**src/adc_seq_consts.svh**
```systemverilog
// Register offsets, field positions, reset values and timing figures of the converter sequencer
`ifndef ADC_SEQ_CONSTS_SVH
`define ADC_SEQ_CONSTS_SVH

// Register indices; the byte address is four times the index
`define IDX_CONTROL 6'h00
`define IDX_ACCUM 6'h01
`define IDX_CLOCK 6'h02
`define IDX_TIMING 6'h03
`define IDX_WINDOW 6'h04
`define IDX_SAMPLE_LEN 6'h05
`define IDX_INPUT_SEL 6'h06
`define IDX_START 6'h08
`define IDX_EVENT 6'h09
`define IDX_IRQ_EN 6'h0a
`define IDX_FLAGS 6'h0b
`define IDX_DEBUG 6'h0c
`define IDX_LATCH 6'h0d
`define IDX_RESULT_LO 6'h10
`define IDX_RESULT_HI 6'h11
`define IDX_LOW_THR_LO 6'h12
`define IDX_LOW_THR_HI 6'h13
`define IDX_HIGH_THR_LO 6'h14
`define IDX_HIGH_THR_HI 6'h15

// Field positions
`define POS_ENABLE 0
`define POS_CONTINUOUS 1
`define POS_REFSEL 4
`define POS_STARTUP 5
`define POS_VARIATION 4
`define POS_RESULT_READY 0
`define POS_WINDOW_MATCH 1

// Reset values
`define RST_BYTE 8'h00
`define RST_WORD 16'h0000

// Reference code for the internal reference
`define REF_INTERNAL 2'h0

// Sampling phase before extension, in converter clock cycles
`define BASE_SAMPLE_CYCLES 8'h02

// Bus responses
`define RESP_OKAY 2'h0
`define RESP_SLVERR 2'h2

`endif

```
**src/adc_seq_pkg.sv**
```systemverilog
// Types shared by the converter sequencer and its surroundings
package adc_seq_pkg;

	typedef enum logic [2:0] {
		ST_IDLE = 3'b000,
		ST_INIT = 3'b001,
		ST_SAMPLE = 3'b010,
		ST_CONVERT = 3'b011,
		ST_DELAY = 3'b100
	} seq_state_e;

	typedef enum logic [2:0] {
		WIN_NONE = 3'b000,
		WIN_BELOW = 3'b001,
		WIN_ABOVE = 3'b010,
		WIN_INSIDE = 3'b011,
		WIN_OUTSIDE = 3'b100
	} window_mode_e;

	// Requests to the analog core
	typedef struct packed {
		logic sample_closed;
		logic convert_start;
		logic [4:0] input_channel;
	} core_ctl_s;

	// Answers from the analog core
	typedef struct packed {
		logic done;
		logic [9:0] data;
	} core_stat_s;

endpackage

```
**src/adc_sequencing_control.sv**
```systemverilog
// Sequencing, window compare, flags and register slave of the converter's digital side
//
// Summary of operation
// - Startup wait 0..256 converter cycles before sampling
// - Same startup wait after deep sleep wake
// - Auto variation increments delay field, wraps
// - Inter-sample delay equals delay field cycles
// - Sampling switch open during inter-sample delay
// - Window mode: none, below, above, inside, outside
// - Window compares full 16-bit accumulated result
// - Sampling lasts two cycles plus extension
// - Input select: inputs 0-15, reference, sensor, ground
// - Input change applies after running conversion
// - Writing start bit begins a measurement
// - Start bit reads one while converting
// - Event starts conversion when enabled
// - Interrupt request only when enable set
// - Window flag set at conversion end
// - Result-ready flag set per completed measurement
// - Flags clear by write one or result read
// - Debug halt freezes unless run bit set
// - One shared byte latch for word registers
// - Continuous mode restarts after each completion
// - Accumulate 1 to 64 samples per conversion
// - Converter clock divides peripheral clock 2..256
// - Word registers: write high byte then low byte, read low byte then high byte
//
// Design decision made here: the AXI4-Lite slave port.
`timescale 1ns/1ns
`include "adc_seq_consts.svh"

module adc_sequencing_control import adc_seq_pkg::*; #(
	parameter int ADDR_W = 8
) (
	// Clock and reset
	input wire logic aclk,
	input wire logic aresetn,
	// AXI4-Lite write
	input wire logic [ADDR_W-1:0] awaddr,
	input wire logic awvalid,
	output logic awready,
	input wire logic [31:0] wdata,
	input wire logic [3:0] wstrb,
	input wire logic wvalid,
	output logic wready,
	output logic [1:0] bresp,
	output logic bvalid,
	input wire logic bready,
	// AXI4-Lite read
	input wire logic [ADDR_W-1:0] araddr,
	input wire logic arvalid,
	output logic arready,
	output logic [31:0] rdata,
	output logic [1:0] rresp,
	output logic rvalid,
	input wire logic rready,
	// System events
	input wire logic event_in,
	input wire logic debug_halt,
	input wire logic wake_measure,
	// Analog core
	output core_ctl_s core_ctl,
	input wire core_stat_s core_stat,
	// Interrupt request
	output logic irq
);

	////////////////////////////////////////////////////////////////////////////////
	// Functions

	function automatic logic [8:0] startup_cycles(input logic [2:0] code);
		case (code)
			3'h1: startup_cycles = 9'h010;
			3'h2: startup_cycles = 9'h020;
			3'h3: startup_cycles = 9'h040;
			3'h4: startup_cycles = 9'h080;
			3'h5: startup_cycles = 9'h100;
			default: startup_cycles = 9'h000;
		endcase
	endfunction

	function automatic logic window_hit(input logic [2:0] mode, input logic [15:0] res,
		input logic [15:0] lo, input logic [15:0] hi);
		case (mode)
			WIN_BELOW: window_hit = res < lo;
			WIN_ABOVE: window_hit = res > hi;
			WIN_INSIDE: window_hit = (res > lo) && (res < hi);
			WIN_OUTSIDE: window_hit = (res < lo) || (res > hi);
			default: window_hit = 1'b0;
		endcase
	endfunction

	////////////////////////////////////////////////////////////////////////////////
	// Registers

	logic enable, continuous_mode;
	logic [1:0] refsel;
	logic [2:0] accumulation_count, clock_divider, startup_wait, window_mode_sel;
	logic delay_variation_en, event_start_en, run_in_debug, start_busy, need_init;
	logic [3:0] intersample_delay;
	logic [4:0] sample_extension, input_channel;
	logic [1:0] irq_enable, irq_flags;
	logic [7:0] byte_latch, div_cnt, wait_cnt;
	logic [15:0] conversion_result, low_threshold, high_threshold, accum;
	logic [5:0] samples_left;
	seq_state_e state;

	////////////////////////////////////////////////////////////////////////////////
	// Bus slave

	logic aw_full, w_full;
	logic [5:0] w_idx;
	logic [7:0] w_byte;
	logic w_lane0;
	wire aw_take = awvalid & awready;
	wire w_take = wvalid & wready;
	wire do_write = aw_full & w_full & ~bvalid;
	wire next_aw_full = aw_take | (aw_full & ~do_write);
	wire next_w_full = w_take | (w_full & ~do_write);
	wire ar_take = arvalid & arready;
	wire r_done = rvalid & rready;
	wire next_r_busy = ar_take | (rvalid & ~r_done);
	wire [5:0] r_idx = araddr[7:2];
	wire wr = do_write & w_lane0;

	function automatic logic idx_known(input logic [5:0] idx);
		idx_known = (idx <= `IDX_HIGH_THR_HI) && (idx != 6'h07) && (idx != 6'h0e) &&
			(idx != 6'h0f);
	endfunction

	wire wr_control = wr && w_idx == `IDX_CONTROL;
	wire wr_clock = wr && w_idx == `IDX_CLOCK;
	wire wr_timing = wr && w_idx == `IDX_TIMING;
	wire wr_start = wr && w_idx == `IDX_START;
	wire wr_flags = wr && w_idx == `IDX_FLAGS;
	wire wr_wake_ref = wr_clock && w_byte[`POS_REFSEL +: 2] == `REF_INTERNAL &&
		refsel != `REF_INTERNAL;
	wire rd_result = ar_take && (r_idx == `IDX_RESULT_LO || r_idx == `IDX_RESULT_HI);
	wire rd_low_word = ar_take && (r_idx == `IDX_RESULT_LO || r_idx == `IDX_LOW_THR_LO ||
		r_idx == `IDX_HIGH_THR_LO);

	logic [7:0] rd_byte, rd_high;
	always_comb begin
		rd_high = 8'h00;
		case (r_idx)
			`IDX_CONTROL: rd_byte = {2'h0, refsel, 2'h0, continuous_mode, enable};
			`IDX_ACCUM: rd_byte = {5'h00, accumulation_count};
			`IDX_CLOCK: rd_byte = {2'h0, refsel, 1'b0, clock_divider};
			`IDX_TIMING: rd_byte = {startup_wait, delay_variation_en, intersample_delay};
			`IDX_WINDOW: rd_byte = {5'h00, window_mode_sel};
			`IDX_SAMPLE_LEN: rd_byte = {3'h0, sample_extension};
			`IDX_INPUT_SEL: rd_byte = {3'h0, input_channel};
			`IDX_START: rd_byte = {7'h00, start_busy};
			`IDX_EVENT: rd_byte = {7'h00, event_start_en};
			`IDX_IRQ_EN: rd_byte = {6'h00, irq_enable};
			`IDX_FLAGS: rd_byte = {6'h00, irq_flags};
			`IDX_DEBUG: rd_byte = {7'h00, run_in_debug};
			`IDX_LATCH: rd_byte = byte_latch;
			`IDX_RESULT_LO: begin
				rd_byte = conversion_result[7:0];
				rd_high = conversion_result[15:8];
			end
			`IDX_LOW_THR_LO: begin
				rd_byte = low_threshold[7:0];
				rd_high = low_threshold[15:8];
			end
			`IDX_HIGH_THR_LO: begin
				rd_byte = high_threshold[7:0];
				rd_high = high_threshold[15:8];
			end
			`IDX_RESULT_HI, `IDX_LOW_THR_HI, `IDX_HIGH_THR_HI: rd_byte = byte_latch;
			default: rd_byte = 8'h00;
		endcase
	end

	always_ff @(posedge aclk) begin
		if (!aresetn) begin
			aw_full <= 1'b0;
			w_full <= 1'b0;
			awready <= 1'b0;
			wready <= 1'b0;
			bvalid <= 1'b0;
			bresp <= `RESP_OKAY;
			arready <= 1'b0;
			rvalid <= 1'b0;
			rdata <= 32'h00000000;
			rresp <= `RESP_OKAY;
			w_idx <= 6'h00;
			w_byte <= `RST_BYTE;
			w_lane0 <= 1'b0;
		end else begin
			aw_full <= next_aw_full;
			w_full <= next_w_full;
			awready <= ~next_aw_full;
			wready <= ~next_w_full;
			arready <= ~next_r_busy;
			if (aw_take)
				w_idx <= awaddr[7:2];
			if (w_take) begin
				w_byte <= wdata[7:0];
				w_lane0 <= wstrb[0];
			end
			if (do_write) begin
				bvalid <= 1'b1;
				bresp <= idx_known(w_idx) ? `RESP_OKAY : `RESP_SLVERR;
			end else if (bready)
				bvalid <= 1'b0;
			if (ar_take) begin
				rvalid <= 1'b1;
				rdata <= {24'h000000, rd_byte};
				rresp <= idx_known(r_idx) ? `RESP_OKAY : `RESP_SLVERR;
			end else if (r_done)
				rvalid <= 1'b0;
		end
	end

	////////////////////////////////////////////////////////////////////////////////
	// Converter clock and sequencer

	wire [7:0] div_mask = 8'(({1'b0, 8'h01} << (9'(clock_divider) + 9'h001)) - 9'h001);
	wire tick = &(div_cnt | ~div_mask);
	wire halted = debug_halt & ~run_in_debug;
	wire sw_go = wr_start & w_byte[0];
	wire ev_go = event_in & event_start_en & ~halted;
	wire go = enable & ~halted & (sw_go | ev_go | wake_measure);
	wire [8:0] init_len = startup_cycles(startup_wait);
	wire [7:0] sample_len = `BASE_SAMPLE_CYCLES + 8'(sample_extension) - 8'h01;
	wire [6:0] sample_total = 7'h01 << accumulation_count;
	wire [15:0] next_accum = accum + {6'h00, core_stat.data};
	wire last_sample = samples_left == 6'h00;
	wire conv_done = state == ST_CONVERT && core_stat.done && last_sample;
	wire adv = tick & ~halted;
	wire hw_step = state == ST_CONVERT && core_stat.done && delay_variation_en;

	always_ff @(posedge aclk) begin
		if (!aresetn) begin
			div_cnt <= 8'h00;
			state <= ST_IDLE;
			wait_cnt <= 8'h00;
			accum <= `RST_WORD;
			samples_left <= 6'h00;
			start_busy <= 1'b0;
			need_init <= 1'b0;
			core_ctl <= '0;
		end else begin
			div_cnt <= div_cnt + 8'h01;
			core_ctl.convert_start <= 1'b0;
			if (wr_control && w_byte[`POS_ENABLE] && !enable || wr_wake_ref || wake_measure)
				need_init <= 1'b1;
			if (!enable) begin
				state <= ST_IDLE;
				start_busy <= 1'b0;
				core_ctl.sample_closed <= 1'b0;
			end else begin
				case (state)
					ST_IDLE: begin
						if (go) begin
							start_busy <= 1'b1;
							core_ctl.input_channel <= input_channel;
							accum <= `RST_WORD;
							samples_left <= 6'(sample_total - 7'h01);
							if ((need_init || wake_measure) && init_len != 9'h000) begin
								state <= ST_INIT;
								wait_cnt <= 8'(init_len - 9'h001);
							end else begin
								state <= ST_SAMPLE;
								wait_cnt <= sample_len;
								core_ctl.sample_closed <= 1'b1;
							end
							need_init <= 1'b0;
						end
					end
					ST_INIT: begin
						if (adv) begin
							if (wait_cnt == 8'h00) begin
								state <= ST_SAMPLE;
								wait_cnt <= sample_len;
								core_ctl.sample_closed <= 1'b1;
							end else
								wait_cnt <= wait_cnt - 8'h01;
						end
					end
					ST_SAMPLE: begin
						if (adv) begin
							if (wait_cnt == 8'h00) begin
								state <= ST_CONVERT;
								core_ctl.sample_closed <= 1'b0;
								core_ctl.convert_start <= 1'b1;
							end else
								wait_cnt <= wait_cnt - 8'h01;
						end
					end
					ST_CONVERT: begin
						if (core_stat.done) begin
							accum <= next_accum;
							if (last_sample) begin
								samples_left <= 6'(sample_total - 7'h01);
								core_ctl.input_channel <= input_channel;
								if (continuous_mode) begin
									state <= ST_SAMPLE;
									accum <= `RST_WORD;
									wait_cnt <= sample_len;
									core_ctl.sample_closed <= 1'b1;
								end else begin
									state <= ST_IDLE;
									start_busy <= 1'b0;
								end
							end else begin
								samples_left <= samples_left - 6'h01;
								if (intersample_delay != 4'h0) begin
									state <= ST_DELAY;
									wait_cnt <= 8'(intersample_delay) - 8'h01;
								end else begin
									state <= ST_SAMPLE;
									wait_cnt <= sample_len;
									core_ctl.sample_closed <= 1'b1;
								end
							end
						end
					end
					ST_DELAY: begin
						// Switch stays open here so no charge is taken between samples
						if (adv) begin
							if (wait_cnt == 8'h00) begin
								state <= ST_SAMPLE;
								wait_cnt <= sample_len;
								core_ctl.sample_closed <= 1'b1;
							end else
								wait_cnt <= wait_cnt - 8'h01;
						end
					end
					default: state <= ST_IDLE;
				endcase
			end
		end
	end

	////////////////////////////////////////////////////////////////////////////////
	// Software registers, flags and byte latch

	wire win_set = conv_done && window_hit(window_mode_sel, next_accum, low_threshold,
		high_threshold);
	wire [1:0] flag_set = {win_set, conv_done};
	wire [1:0] flag_clr = (wr_flags ? w_byte[1:0] : 2'h0) | {2{rd_result}};
	wire [1:0] next_flags = (irq_flags & ~flag_clr) | flag_set;

	always_ff @(posedge aclk) begin
		if (!aresetn) begin
			enable <= 1'b0;
			continuous_mode <= 1'b0;
			refsel <= 2'h0;
			accumulation_count <= 3'h0;
			clock_divider <= 3'h0;
			startup_wait <= 3'h0;
			delay_variation_en <= 1'b0;
			intersample_delay <= 4'h0;
			window_mode_sel <= 3'h0;
			sample_extension <= 5'h00;
			input_channel <= 5'h00;
			event_start_en <= 1'b0;
			irq_enable <= 2'h0;
			irq_flags <= 2'h0;
			run_in_debug <= 1'b0;
			byte_latch <= `RST_BYTE;
			conversion_result <= `RST_WORD;
			low_threshold <= `RST_WORD;
			high_threshold <= `RST_WORD;
			irq <= 1'b0;
		end else begin
			irq_flags <= next_flags;
			irq <= |(next_flags & irq_enable);
			if (conv_done)
				conversion_result <= next_accum;
			if (rd_low_word)
				byte_latch <= rd_high;
			if (hw_step)
				intersample_delay <= intersample_delay + 4'h1;
			if (wr) begin
				case (w_idx)
					`IDX_CONTROL: begin
						enable <= w_byte[`POS_ENABLE];
						continuous_mode <= w_byte[`POS_CONTINUOUS];
					end
					`IDX_ACCUM: accumulation_count <= w_byte[2:0];
					`IDX_CLOCK: begin
						clock_divider <= w_byte[2:0];
						refsel <= w_byte[`POS_REFSEL +: 2];
					end
					`IDX_TIMING: begin
						// A software write wins over the automatic step in the same cycle
						startup_wait <= w_byte[`POS_STARTUP +: 3];
						delay_variation_en <= w_byte[`POS_VARIATION];
						intersample_delay <= w_byte[3:0];
					end
					`IDX_WINDOW: window_mode_sel <= w_byte[2:0];
					`IDX_SAMPLE_LEN: sample_extension <= w_byte[4:0];
					`IDX_INPUT_SEL: input_channel <= w_byte[4:0];
					`IDX_EVENT: event_start_en <= w_byte[0];
					`IDX_IRQ_EN: irq_enable <= w_byte[1:0];
					`IDX_DEBUG: run_in_debug <= w_byte[0];
					`IDX_LATCH, `IDX_LOW_THR_HI, `IDX_HIGH_THR_HI: byte_latch <= w_byte;
					`IDX_LOW_THR_LO: low_threshold <= {byte_latch, w_byte};
					`IDX_HIGH_THR_LO: high_threshold <= {byte_latch, w_byte};
					default: ;
				endcase
			end
		end
	end

endmodule

```
**config.mk**
```make
export PLATFORM = sky130hd
export DESIGN_NAME = adc_sequencing_control
export DESIGN_NICKNAME = d
export VERILOG_FILES = /design/src/adc_seq_pkg.sv /design/src/adc_sequencing_control.sv
export VERILOG_INCLUDE_DIRS = /design/src /design/src/src
export SDC_FILE = /design/constraint.sdc
export NUM_CORES = 1
export LEC_CHECK = 0
export BUFFER_PORTS_ARGS = -buffer_cell sky130_fd_sc_hd__buf_2
export CAP_MARGIN = 20
export CORE_UTILIZATION = 53
export DETAILED_ROUTE_END_ITERATION = 16
export PLACE_DENSITY = 0.74
export SYNTH_ARGS = -nofsm -noshare
export SYNTH_HDL_FRONTEND = slang
export SYNTH_SLANG_ARGS = --single-unit
```
**constraint.sdc**
```tcl
create_clock -name aclk -period 11.75 [get_ports aclk]
set_clock_uncertainty 0.2 [all_clocks]
set_input_delay 1.175 -clock aclk [delete_from_list [all_inputs] [get_ports aclk]]
set_output_delay 1.175 -clock aclk [all_outputs]
set_load 0.01 [all_outputs]
```
Word-level counts from Yosys, hierarchy flattened
Index checks and enable logic that the tools add are counted.
{ "totals": {"output_inout_bits": 49, "reg_bits": 178, "memories": 0, "latch_bits": 0, "inputBits": 73, "elab_cells": 305, "ramBits": 0, "romBits": 0} }
{ "classes": {"multipliers": 0, "addsub": 12, "n_mux": 72, "div_mod_pow": 0, "n_eq_ne": 65, "shift": 2, "order_cmp": 6, "reduce_logical": 68, "bitwise": 37} }
{ "op_table": {"columns": ["operator", "n"], "rows": [
  ["$pmux W8 S16", 1],
  ["$mux W8", 13],
  ["$eq A6 B4 Y1 const B", 12],
  ["$mux W16", 4],
  ["$eq A6 B5 Y1 const B", 10],
  ["$pmux W9 S5", 1],
  ["$eq A6 B3 Y1 const B", 6],
  ["$gt A16 B16 Y1", 2],
  ["$lt A16 B16 Y1", 2],
  ["$pmux W16 S2", 1],
  ["$pmux W8 S4", 1],
  ["$reduce_and A2 Y1", 13],
  ["$eq A6 B2 Y1 const B", 4],
  ["$mux W3", 8],
  ["$ne A6 B4 Y1 const B", 4],
  ["$pmux W8 S3", 1],
  ["$sub A8 B1 Y8 const B", 3],
  ["$logic_and A1 B1 Y1", 22],
  ["$mux W1", 20],
  ["$eq A3 B2 Y1 const B", 6],
  ["$logic_not A6 Y1", 3],
  ["$mux W6", 3],
  ["$and A1 B1 Y1", 17],
  ["$add A16 B10 Y16", 1],
  ["other kinds (48)", 104]
]} }

Longest topological paths before layout
Gate-level depths: netlist (run 1).
{ "logic_depth": {"word_depth": 12, "depth_mapped": 19, "depth_no_buf": 19} }

Worst setup path before layout (run 1)
No wires, ideal clock.
{ "synth_path": {"path_kind": "in2reg", "from": "input core_stat[0] (netlist name)", "to": "register irq", "setup_time_ns": 0.058, "path_stages": 19, "arrival_ns": 4.717, "path_buffers": 0, "path_slack_ns": 6.775, "path_cell_list": "ha_1 > inv_1 > fa_1 > nor2b_1 > o21ai_0 > a21boi_0 > o21ai_0 > a211o_1 > a21oi_1 > xor2_1 > ha_1 > nand4_1 > or3_1 > o22ai_1 > a2111oi_0 > and2_1 > nand2_1 > a211oi_1 > a31o_2"} }
{ "synth_via": {"elab_chain_cells": 8, "word_cells_on_any_way": 12, "cone_classes": "add/sub: 1; order compare: 4; mux: 1; bitwise: 2; reduce/logical: 4"} }
{ "synth_rtl": {"columns": ["element", "line", "source"], "rows": [
  ["start: declaration", "adc_sequencing_control.sv:63", "input wire core_stat_s core_stat,"],
  ["$add A16 B10 Y16 (*)", "adc_sequencing_control.sv:229", "wire [15:0] next_accum = accum + {6'h00, core_stat.data};"],
  ["via next_accum[14]", "adc_sequencing_control.sv:229", null],
  ["$lt A16 B16 Y1 (tied with other cells)", "adc_sequencing_control.sv:85, adc_sequencing_control.sv:88", null],
  ["$logic_or A1 B1 Y1 or $logic_and A1 B1 Y1 (tied branches)", "adc_sequencing_control.sv:88, adc_sequencing_control.sv:87", null],
  ["$pmux W1 S4 (*)", "adc_sequencing_control.sv:84", "case (mode)"],
  ["$logic_and A1 B1 Y1 (*)", "adc_sequencing_control.sv:341", "wire win_set = conv_done && window_hit(window_mode_sel, next_accum, low_threshold,"],
  ["$or A2 B2 Y2 (*)", "adc_sequencing_control.sv:345", "wire [1:0] next_flags = (irq_flags & ~flag_clr) | flag_set;"],
  ["$and A2 B2 Y2 (*)", "adc_sequencing_control.sv:371", "irq <= |(next_flags & irq_enable);"],
  ["$reduce_or A2 Y1 (*)", "adc_sequencing_control.sv:371", null],
  ["end signal: assignment", "adc_sequencing_control.sv:371", null],
  ["end: declaration", "adc_sequencing_control.sv:65", "output logic irq"]
]} }
Mark *: on every way through the listed nets, which the timed path passes. The rest lies on a longest branch.
A chain may end at the register's enable or synchronous reset.

Worst setup path after layout (run 1)
Same ends and word-level chain as after synthesis.

==> results of run 1 <==
-- worst max path at each step --
stage | depth (start not counted) | slack, ps | start | end
finish | 20 | 5970 | core_stat[0] | irq
CTS | 20 | 5990 | core_stat[0] | irq
floorplan | 19 | 6770 | core_stat[0] | irq
detailed placement | 20 | 5570 | core_stat[0] | irq
global route | 20 | 5690 | core_stat[0] | irq
global placement | 20 | 5610 | core_stat[0] | irq
-- cell families (layout without fill, tap and decap cells) --
family                     Yosys count  in the layout  synth area share [%]
muxes                               87             87                  8.77
and+or+nand+nor                    470            470                  21.7
AOI/OAI and AO/OA                  295            295                  19.3
xor gates and xnor gates            31             31                  2.60
other                                1             26                0.0359
buffers and inverters              157            155                  7.00
adders and majority gates           57             57                  6.89
DFF                                176            176                  33.7
-- tightest hold or removal path, cell delays in order (launching register included) --
cell and delay, ps:
dfxtp_1 310, inv_1 60, a211oi_2 50
-- cells in the mapped netlist (26+ instances only) --
library cell / number
dfxtp_1: 176
nor2_1: 149
nand2_1: 126
a21oi_1: 113
mux2i_1: 68
ha_1: 56
inv_1: 55
clkbuf_1: 48
nand3_1: 43
o21ai_0: 34
a22oi_1: 32
buf_4: 28
nor3_1: 26
-- metal layers --
layer	GRT usage [%]	part of all wire (%)	routed length [um]
met5	0	0	0
met4	9.62	2.2	585
met3	4.81	6.6	1770
met2	40.5	43	11600
met1	39.2	48	12700
-- registers in the layout, summed over array words and instances, names as in the netlist, 2 cells and up --
name and cells:
accum 16, accumulation_count 3, byte_latch 8, clock_divider 3, conversion_result 16, core_ctl 7
div_cnt 8, high_threshold 16, input_channel 5, intersample_delay 4, irq_enable 2, irq_flags 2
low_threshold 16, rdata 8, refsel 2, sample_extension 5, samples_left 6, startup_wait 3
state 3, w_byte 8, w_idx 6, wait_cnt 8, window_mode_sel 3
-- stage by stage --
step | util [%] | area, um^2 | cells
global route | 58.4 | 11300 | 1562
finish | 58.4 | 11300 | 1562
global placement | 55.3 | 10700 | 1533
detailed placement | 55.3 | 10700 | 1533
CTS | 58.4 | 11300 | 1562
floorplan | - | 10600 | 1299
-- power by group --
| group | internal (mW) | switching (mW) | total, mW |
|---|---|---|---|
| registers | 0.602 | 0.0111 | 0.613 |
| clock network | 0.348 | 0.235 | 0.583 |
| logic | 0.0240 | 0.0468 | 0.0708 |
-- cells in the final DEF (no fill, tap or decap), drive strengths merged, types with 11 or more instances in the layout --
master | Yosys | final
mux2 | 17 | 17
a211o | 12 | 12
a21oi | 113 | 113
nand4 | 13 | 13
nor3 | 28 | 28
xor2 | 11 | 11
and3 | 11 | 11
buf | 52 | 70
ha | 56 | 56
nor2 | 152 | 152
dfxtp | 176 | 176
mux2i | 68 | 68
nor2b | 17 | 17
nand2 | 126 | 126
nand3 | 44 | 44
a22oi | 32 | 32
o21ai | 37 | 37
nand2b | 22 | 22
conb | 1 | 26
xnor2 | 20 | 20
inv | 56 | 57
clkbuf | 49 | 20
-- area by class of cell --
class	count	area, um^2
sequential	176	3520
inverter	56	213
timing repair buffer	70	365
clock buffer	20	467
tap	265	332
multi-input combinational	966	6300
clock inverter	9	133
fill	1743	8070
==> results by group, run 1 <==
Run status
  • Status: finished, final reports clean

Timing
  • Final-report max-slew violation count: 0
  • WHS: roughly 260 ps
  • F_max: ~0.17 GHz
  • Final min period: 5780 ps
  • Worst-Margin Slew: roughly 990 ps
  • Slew margin rel.: between 30% and 40%
  • Final setup vio count: 0
  • Sum Neg Setup Slack: 0 ps
  • Fin. Hold Viols: 0
  • RSZ-0062 raised after global routing: false
  • Final period utilization: between 40% and 50%
  • Slack of the critical path: between 5000 and 6000 ps

Clock tree
  • Sink Count: between 150 and 200
  • Post-cts sizing count: 0
  • CTS tree: built
  • H-tree levels: 4
  • CTS root buf: clkbuf_16
  • Setup Fix Bufs, Post-CTS: 0
  • Clk slew on worst S/H paths: ~70 ps
  • Max Buffers Root-to-Sink: 2
  • Hold-fix buffers, CTS: 0
  • Worst-skew pair later-pin latency: about 430 ps
  • TritonCTS buffer count: 17

Flow run
  • Max-cap viol count: 0

Worst setup path
  • Critical path fanouts, max: 4
  • CP max stage delay: 710 ps
  • Worst path cell trace: buf_2, ha_1, inv_1, fa_1, nor2b_1, o21ai_0, a21boi_0, o21ai_0, a211o_1, a21oi_1, xor2_1, ha_1, nand4_1, or3_1, o22ai_1, a2111oi_0, and2_1, nand2_1, a211oi_1, a31o_2
  • Worst Reg2Reg Path Length in Cells: 19
  • Buffer and inverter count on the worst path: 2
  • Crit path arrival time: 5950 ps
  • Critical path capture point type: flip-flop
  • CP max stage cell: a2111oi_0
  • RR Startpoint: accum[0]
  • Worst Path Class, Setup: primary input to flip-flop
  • RR Endpoint: irq
  • Req. time, crit path: between 10000 and 15000 ps
  • Delay-heaviest family, CP: compound AO/OA/AOI/OAI gates
  • Startpoint types: primary input
  • Reg2reg setup slack: 6460 ps

Final layout
  • Share of layout cells above drive strength 1: between 10% and 20%
  • Nets: around 1400
  • Diodes inserted: 0
  • Area Growth Syn to Fin: 8.33%

Synth
  • Yosys top cell area share: between 30% and 40%
  • Most used flip-flop cell after synthesis: dfxtp_1
  • Ranking of synthesized cells by area: dfxtp_1 (34%), ha_1 (6.7%), mux2i_1 (6.5%), a21oi_1 (5.4%), nor2_1 (5.3%)
  • FFs w/ async S/R, synth: 0%
  • Syn Inst Count: 1274
  • Area leader, netlist: dfxtp_1
  • Post-Syn Area per Cell: 8.21 um^2
  • Number of enable-type register cells in the synthesized netlist: 0
  • Mapped cell area: around 10000 um^2
  • Netlist cell types: 93
  • Yosys Warn Count: 0
  • FF+latch count, synth: between 150 and 200
  • Sequential fraction of the synthesis area: ~34%

Detailed routing
  • Vias: 9223
  • DRT Pass-1 Iters: 6
  • Routed vias/inst: between 5 and 6
  • Antenna viol nets, final: 0
  • Final wirelength: 26600 um
  • # DRC: 0
  • Wire per inst: ~17 um
  • Starting DRT DRC Count: 965

Floorplanning
  • Rows: 51
  • Io pins: 122
  • DIE WIDTH: ~140 um
  • Die Span Y: 142 um
  • Starting Density: 53.9%
  • Die area: ~20000 um^2
  • Core area: around 19000 um^2

Global routing
  • Remaining Overflow, GRT: 0
  • Total Routing Usage GR: 27.2%
  • Initial antenna violation count: 0
  • Pin count of the biggest net entering global routing: a little over 80
  • Vias in the first global route: between 8000 and 9000
  • First-pass GRT wire length: approximately 43000 um

Power
  • P_leak: approximately 4.7 nW
  • Power Density: between 100 and 150 nW/um^2
  • Worst IR Drop VDD: ~0.11 mV
  • Overall Power: approximately 1.3 mW

Hold path
  • Hold depth: 2
  • Worst min-delay path startpoint: core_ctl[6]
  • WHS Endpoint: core_ctl[6]
  • Worst Hold Class: flip-flop to flip-flop

Placed design
  • Hpwl dp: around 19000 um
  • RePlAce Congestion: a little over 0.9
  • Post-place setup slack: 5570 ps
  • Port bufs: 64
Note: power is estimated with default switching activity, not from simulation.
==> run 2, diff against run 1 <==
- PLACE_DENSITY: 0.74 -> 0.76
- clock period: 11.75 -> 5.1 ns (I/O delays scaled with it)
==> results by group, run 2 (same netlist as run 1, synthesis figures left out) <==
Floorplanning
  • Io pins: 122 (unchanged)
  • Starting Density: 53.9% (unchanged)
  • Die Span Y: 142 um (unchanged)
  • Die area: 20300 um^2 (unchanged)
  • Rows: 51 (unchanged)
  • Core area: 19400 um^2 (unchanged)
  • DIE WIDTH: 142 um (unchanged)

Global routing
  • First-pass GRT wire length: 42900 um (was 43300 um)
  • Vias in the first global route: 8364 (was 8299)
  • Pin count of the biggest net entering global routing: 61 (was 81)
  • Total Routing Usage GR: 27.0% (was 27.2%)
  • Initial antenna violation count: 0 (unchanged)
  • Remaining Overflow, GRT: 0 (unchanged)

Timing
  • Sum Neg Setup Slack: 0 ps (unchanged)
  • Final period utilization: a little over 90%
  • Slew margin rel.: 41.2% (was 33.5%)
  • Final-report max-slew violation count: 0 (unchanged)
  • RSZ-0062 raised after global routing: false (unchanged)
  • Final min period: 4770 ps
  • Final setup vio count: 0 (unchanged)
  • F_max: roughly 0.21 GHz
  • Fin. Hold Viols: 0 (unchanged)
  • WHS: 111 ps (was 263 ps)
  • Worst-Margin Slew: 882 ps (was 994 ps)

Worst setup path
  • Critical path capture point type: flip-flop (unchanged)
  • Startpoint types: flip-flop (was primary input)
  • Req. time, crit path: 5280 ps (was 11920 ps)
  • Worst Path Class, Setup: flip-flop to flip-flop (was primary input to flip-flop)
  • CP most frequent cell: o21ai_0
  • Reg2reg setup slack: 330 ps (was 6460 ps)
  • CP max stage cell: fa_1 (was a2111oi_0)
  • RR Startpoint: accum[0] (unchanged)
  • Worst Reg2Reg Path Length in Cells: 20 (was 19)
  • CP max stage delay: 410 ps (was 710 ps)
  • Crit path arrival time: 4950 ps (was 5950 ps)
  • RR Endpoint: irq (unchanged)
  • Critical path fanouts, max: 3 (was 4)
  • Worst path cell trace: ha_1, inv_1, fa_1, nor2b_1, o21ai_0, a21boi_0, o21ai_0, a211o_1, a21oi_2, xor2_1, buf_4, ha_1, a21o_1, a21oi_1, o21ai_0, or2_1, o32a_1, a211oi_1, buf_4, a31o_2 (was buf_2, ha_1, inv_1, fa_1, nor2b_1, o21ai_0, a21boi_0, o21ai_0, a211o_1, a21oi_1, xor2_1, ha_1, nand4_1, or3_1, o22ai_1, a2111oi_0, and2_1, nand2_1, a211oi_1, a31o_2)

Placed design
  • Hpwl dp: 19100 um (was 18900 um)
  • Port bufs: 64 (unchanged)
  • RePlAce Congestion: 0.937 (was 0.928)
  • Cell Area, Placed: 10800 um^2 (was 10700 um^2)

Detailed routing
  • Vias: 9298 (was 9223)
  • Final wirelength: 26900 um (was 26600 um)
  • Antenna viol nets, final: 0 (unchanged)
  • # DRC: 0 (unchanged)
  • Starting DRT DRC Count: 841 (was 965)
  • DRT Pass-1 Iters: 6 (unchanged)
  • Wire per inst: 17.1 um (was 17.0 um)
  • Routed vias/inst: 5.91 (was 5.90)

Final layout
  • Share of layout cells above drive strength 1: 12.9% (was 12.0%)
  • Multi-input gate area: 6310 um^2 (was 6300 um^2)
  • Filler Cells Inserted: 1762 (was 1743)
  • Finished Cell Area: 11400 um^2 (was 11300 um^2)
  • Nets: 1424 (was 1417)
  • Diodes inserted: 0 (unchanged)
  • Area Growth Syn to Fin: 8.88% (was 8.33%)
  • Commonest cells after routing, fill and taps aside: dfxtp_1 (176), nor2_1 (149), nand2_1 (126), a21oi_1 (111), mux2i_1 (68) (was dfxtp_1 (176), nor2_1 (149), nand2_1 (126), a21oi_1 (113), mux2i_1 (68))
  • Sequential cell area: 3520 um^2 (unchanged)
  • Most common cell after layout, fill and taps aside: dfxtp_1 (unchanged)

Clock tree
  • CTS tree: built (unchanged)
  • Clk slew on worst S/H paths: 70 ps (about the same)
  • Sink Count: 176 (unchanged)
  • CTS root buf: clkbuf_16 (unchanged)
  • Setup Fix Bufs, Post-CTS: 0 (unchanged)
  • Max Buffers Root-to-Sink: 2 (unchanged)
  • Worst-skew pair later-pin latency: 440 ps (was 430 ps)
  • H-tree levels: 4 (unchanged)
  • Hold-fix buffers, CTS: 0 (unchanged)
  • TritonCTS buffer count: 17 (unchanged)

Power
  • Worst IR Drop VDD: 0.269 mV (was 0.105 mV)
  • P_leak: 4.70 nW (was 4.66 nW)
  • Power Density: 254 nW/um^2 (was 112 nW/um^2)
  • Overall Power: 2.89 mW (was 1.27 mW)

Hold path
  • Worst Hold Class: primary input to flip-flop (was flip-flop to flip-flop)
  • Worst min-delay path startpoint: wdata[7] (was core_ctl[6])
  • Hold depth: 3 (was 2)
  • WHS Endpoint: w_byte[7] (was core_ctl[6])

Run status
  • Status: finished, final reports clean (unchanged)

Flow run
  • Max-cap viol count: 0 (unchanged)
run 2: cell count changes in the layout (fill, tap and decap cells not counted), moves of 2 or more:
cell | previous run | this run
clkinvlp_4 | 2 | 0
inv_6 | 1 | 5
buf_4 | 6 | 13
a21oi_1 | 113 | 111
clkinv_4 | 1 | 3
bufinv_16 | 3 | 1
a21oi_2 | 0 | 2
run 2: layout make-up:
type | count | share of cell area, %
clock inverters | 12 | 1.07
clock buffers | 20 | 4.10
inverters | 56 | 1.87
flip-flops and latches | 176 | 30.9
repair buffers | 77 | 3.67
well taps | 265 | 2.91
multi-input cells | 966 | 55.4
run 2: worst max-delay path: cells and delay by family (launching register included):
kind | cells | cell delay [ps]
compound gates | 11 | 2280
fa+ha+maj | 3 | 800
simple gates | 2 | 410
buf+inv | 3 | 400
flops | 1 | 340
xor+xnor | 1 | 290
run 2: stage by stage:
stage                     utilization [%]  cells  setup WS, ps
after global routing                 58.7   1572          13.9
final                                58.7   1572           331
after detailed placement             55.6   1540           110
after global placement               55.6   1540           260
after CTS                            58.6   1572           326
after floorplan                         -   1299           790
run 2: where the power goes:
group	switching (mW)	leakage (nW)	total, mW	internal [mW]
Clock	0.587	0.294	1.31	0.724
Combinational	0.109	2.99	0.166	0.0568
Sequential	0.0250	1.42	1.41	1.39
Total	0.721	4.70	2.89	2.17
run 2: worst max-delay path by stage:
stage | startpoint | endpoint | slack [ps] | depth (start not counted)
CTS | accum[0] | irq | 330 | 21
detailed placement | core_stat[0] | irq | 110 | 22
global placement | core_stat[0] | irq | 260 | 21
global route | accum[0] | irq | 10 | 21
floorplan | core_stat[0] | irq | 790 | 19
finish | accum[0] | irq | 330 | 20
run 2: routing by layer:
layer	wire [um]	up-vias	track usage, %
li1	-	4504	-
met1	12700	4375	38.2
met2	11800	371	41.9
met3	1900	48	4.00
met4	554	0	8.94
met5	0	-	0
run 2: repair_timing:
item	4_1_cts	5_1_grt
endpoints found under the setup margin	0	2
resized for setup	0	4
hold endpoints to repair	0	0
==> run 3, diff against run 2 <==
- BUFFER_PORTS_ARGS: -buffer_cell sky130_fd_sc_hd__buf_2 -> not set
- DONT_BUFFER_PORTS: not set -> 1
- PLACE_DENSITY: 0.76 -> 0.68
- clock period: 5.1 -> 5.2 ns (I/O delays scaled with it)
==> results by group, run 3 (same netlist as run 1, synthesis figures left out) <==
Run status
  • Status: finished, final reports clean (unchanged)

Clock tree
  • Clk slew on worst S/H paths: 80 ps (was 70 ps)
  • Setup Fix Bufs, Post-CTS: 0 (unchanged)
  • TritonCTS buffer count: 17 (unchanged)
  • CTS tree: built (unchanged)
  • H-tree levels: 4 (unchanged)
  • CTS root buf: clkbuf_16 (unchanged)
  • Sink Count: 176 (unchanged)
  • Max Buffers Root-to-Sink: 2 (unchanged)
  • Worst-skew pair later-pin latency: 450 ps (was 440 ps)

Worst setup path
  • Critical path fanouts, max: 4 (was 3)
  • Req. time, crit path: 5380 ps (was 5280 ps)
  • Delay-heaviest family, CP: compound AO/OA/AOI/OAI gates (unchanged)
  • Worst path cell trace: ha_1, inv_1, fa_1, nor2b_1, o21ai_0, a21boi_0, o21ai_0, a211o_1, a21oi_1, xor2_1, ha_1, nand4_1, or3_1, o22ai_1, a2111oi_1, and2_1, nand2_1, a211oi_1, a31o_2 (was ha_1, inv_1, fa_1, nor2b_1, o21ai_0, a21boi_0, o21ai_0, a211o_1, a21oi_2, xor2_1, buf_4, ha_1, a21o_1, a21oi_1, o21ai_0, or2_1, o32a_1, a211oi_1, buf_4, a31o_2)
  • Startpoint types: flip-flop (unchanged)
  • Critical path capture point type: flip-flop (unchanged)
  • Crit path arrival time: 5030 ps (was 4950 ps)
  • Worst Path Class, Setup: flip-flop to flip-flop (unchanged)
  • CP max stage delay: 500 ps (was 410 ps)
  • Buffer and inverter count on the worst path: 1 (was 3)
  • CP max stage cell: a2111oi_1 (was fa_1)

Power
  • P_leak: 4.41 nW (was 4.70 nW)
  • Worst IR Drop VDD: 0.283 mV (was 0.269 mV)
  • Overall Power: 2.88 mW (was 2.89 mW)
  • Power Density: 260 nW/um^2 (was 254 nW/um^2)

Final layout
  • Sequential cell area: 3520 um^2 (unchanged)
  • Most common cell after layout, fill and taps aside: dfxtp_1 (unchanged)
  • Diodes inserted: 0 (unchanged)
  • Core Util, Final: 57.0% (was 58.7%)
  • Multi-input gate area: 6300 um^2 (was 6310 um^2)
  • Finished Cell Area: 11100 um^2 (was 11400 um^2)
  • Commonest cells after routing, fill and taps aside: dfxtp_1 (176), nor2_1 (149), nand2_1 (126), a21oi_1 (113), mux2i_1 (68) (was dfxtp_1 (176), nor2_1 (149), nand2_1 (126), a21oi_1 (111), mux2i_1 (68))
  • Area Growth Syn to Fin: 5.78% (was 8.88%)
  • Share of layout cells above drive strength 1: 7.75% (was 12.9%)
  • Nets: 1355 (was 1424)
  • Filler Cells Inserted: 1827 (was 1762)

Detailed routing
  • Vias: 8921 (was 9298)
  • Antenna viol nets, final: 0 (unchanged)
  • Wire per inst: 18.0 um (was 17.1 um)
  • Routed vias/inst: 5.94 (was 5.91)
  • Starting DRT DRC Count: 783 (was 841)
  • DRT Pass-1 Iters: 6 (unchanged)
  • Final wirelength: 27100 um (was 26900 um)
  • # DRC: 0 (unchanged)

Global routing
  • Vias in the first global route: 8190 (was 8364)
  • Pin count of the biggest net entering global routing: 71 (was 61)
  • First-pass GRT wire length: 43400 um (was 42900 um)
  • Remaining Overflow, GRT: 0 (unchanged)
  • Total Routing Usage GR: 27.6% (was 27.0%)
  • Initial antenna violation count: 0 (unchanged)

Floorplanning
  • Rows: 51 (unchanged)
  • Die area: 20300 um^2 (unchanged)
  • Core area: 19400 um^2 (unchanged)
  • Starting Density: 53.9% (unchanged)
  • Io pins: 122 (unchanged)
  • DIE WIDTH: 142 um (unchanged)
  • Die Span Y: 142 um (unchanged)

Timing
  • Final setup vio count: 0 (unchanged)
  • Final-report max-slew violation count: 0 (unchanged)
  • Sum Neg Setup Slack: 0 ps (unchanged)
  • RSZ-0062 raised after global routing: false (unchanged)
  • F_max: 0.207 GHz (was 0.210 GHz)
  • Worst-Margin Slew: 1100 ps (was 882 ps)
  • Final min period: 4840 ps (was 4770 ps)
  • Final period utilization: 93.1% (was 93.5%)
  • Slew margin rel.: 26.7% (was 41.2%)
  • Fin. Hold Viols: 0 (unchanged)

Placed design
  • Cell Area, Placed: 10400 um^2 (was 10800 um^2)
  • RePlAce Congestion: 0.896 (was 0.937)
  • Port bufs: 0 (was 64)
  • Hpwl dp: 19400 um (was 19100 um)

Hold path
  • Worst Hold Class: primary input to flip-flop (unchanged)

Flow run
  • Max-cap viol count: 0 (unchanged)
[run 3: cell count changes in the layout (fill, tap and decap cells not counted), sizes merged]
cell,delta
buf,-70
clkinv,+1
clkbuf,-2
bufinv,+1
dlygate4sd3,+1
[run 3: area by class of cell]
class	instances	share of cell area, %
multi-input combinational	966	56.9
clock inverter	14	1.76
inverter	56	1.92
tap	265	3.00
clock buffer	18	3.97
timing repair buffer	8	0.565
sequential	176	31.8
[run 3: worst paths after layout]
check | from | end | slack, ps | depth (start not counted)
max | accum[0] | irq | 360 | 19
min | wdata[1] | w_byte[1] | 5 | 2
max reg2reg | accum[0] | irq | 360 | 19
min reg2reg | conversion_result[5] | conversion_result[5] | 260 | 2
[run 3: metrics by stage]
stage | instances | hold slack, ps | setup WS, ps
floorplan | 1299 | 225 | 880
global placement | 1470 | 240 | 309
detailed placement | 1470 | 247 | 167
CTS | 1503 | 0.467 | 324
global route | 1503 | 3.08 | 74.5
finish | 1503 | 4.72 | 358
[run 3: where the power goes]
part | switching, mW | internal (mW)
clock | 0.618 | 0.749
sequential | 0.0244 | 1.36
combinational | 0.0845 | 0.0426
total | 0.727 | 2.15
[run 3: repair_timing]
action,4_1_cts,5_1_grt
hold buffers,1,0
hold endpoints to repair,4,0
resized for setup,0,1
endpoints found under the setup margin,0,2
[run 3: layer usage]
layer / track usage [%] / wire, um / up-vias
met1: 38.9 / 12900 / 4196
met3: 5.85 / 2040 / 44
met4: 10.4 / 635 / 0
met2: 41.2 / 11500 / 313
li1: - / - / 4368
met5: 0 / 0 / -
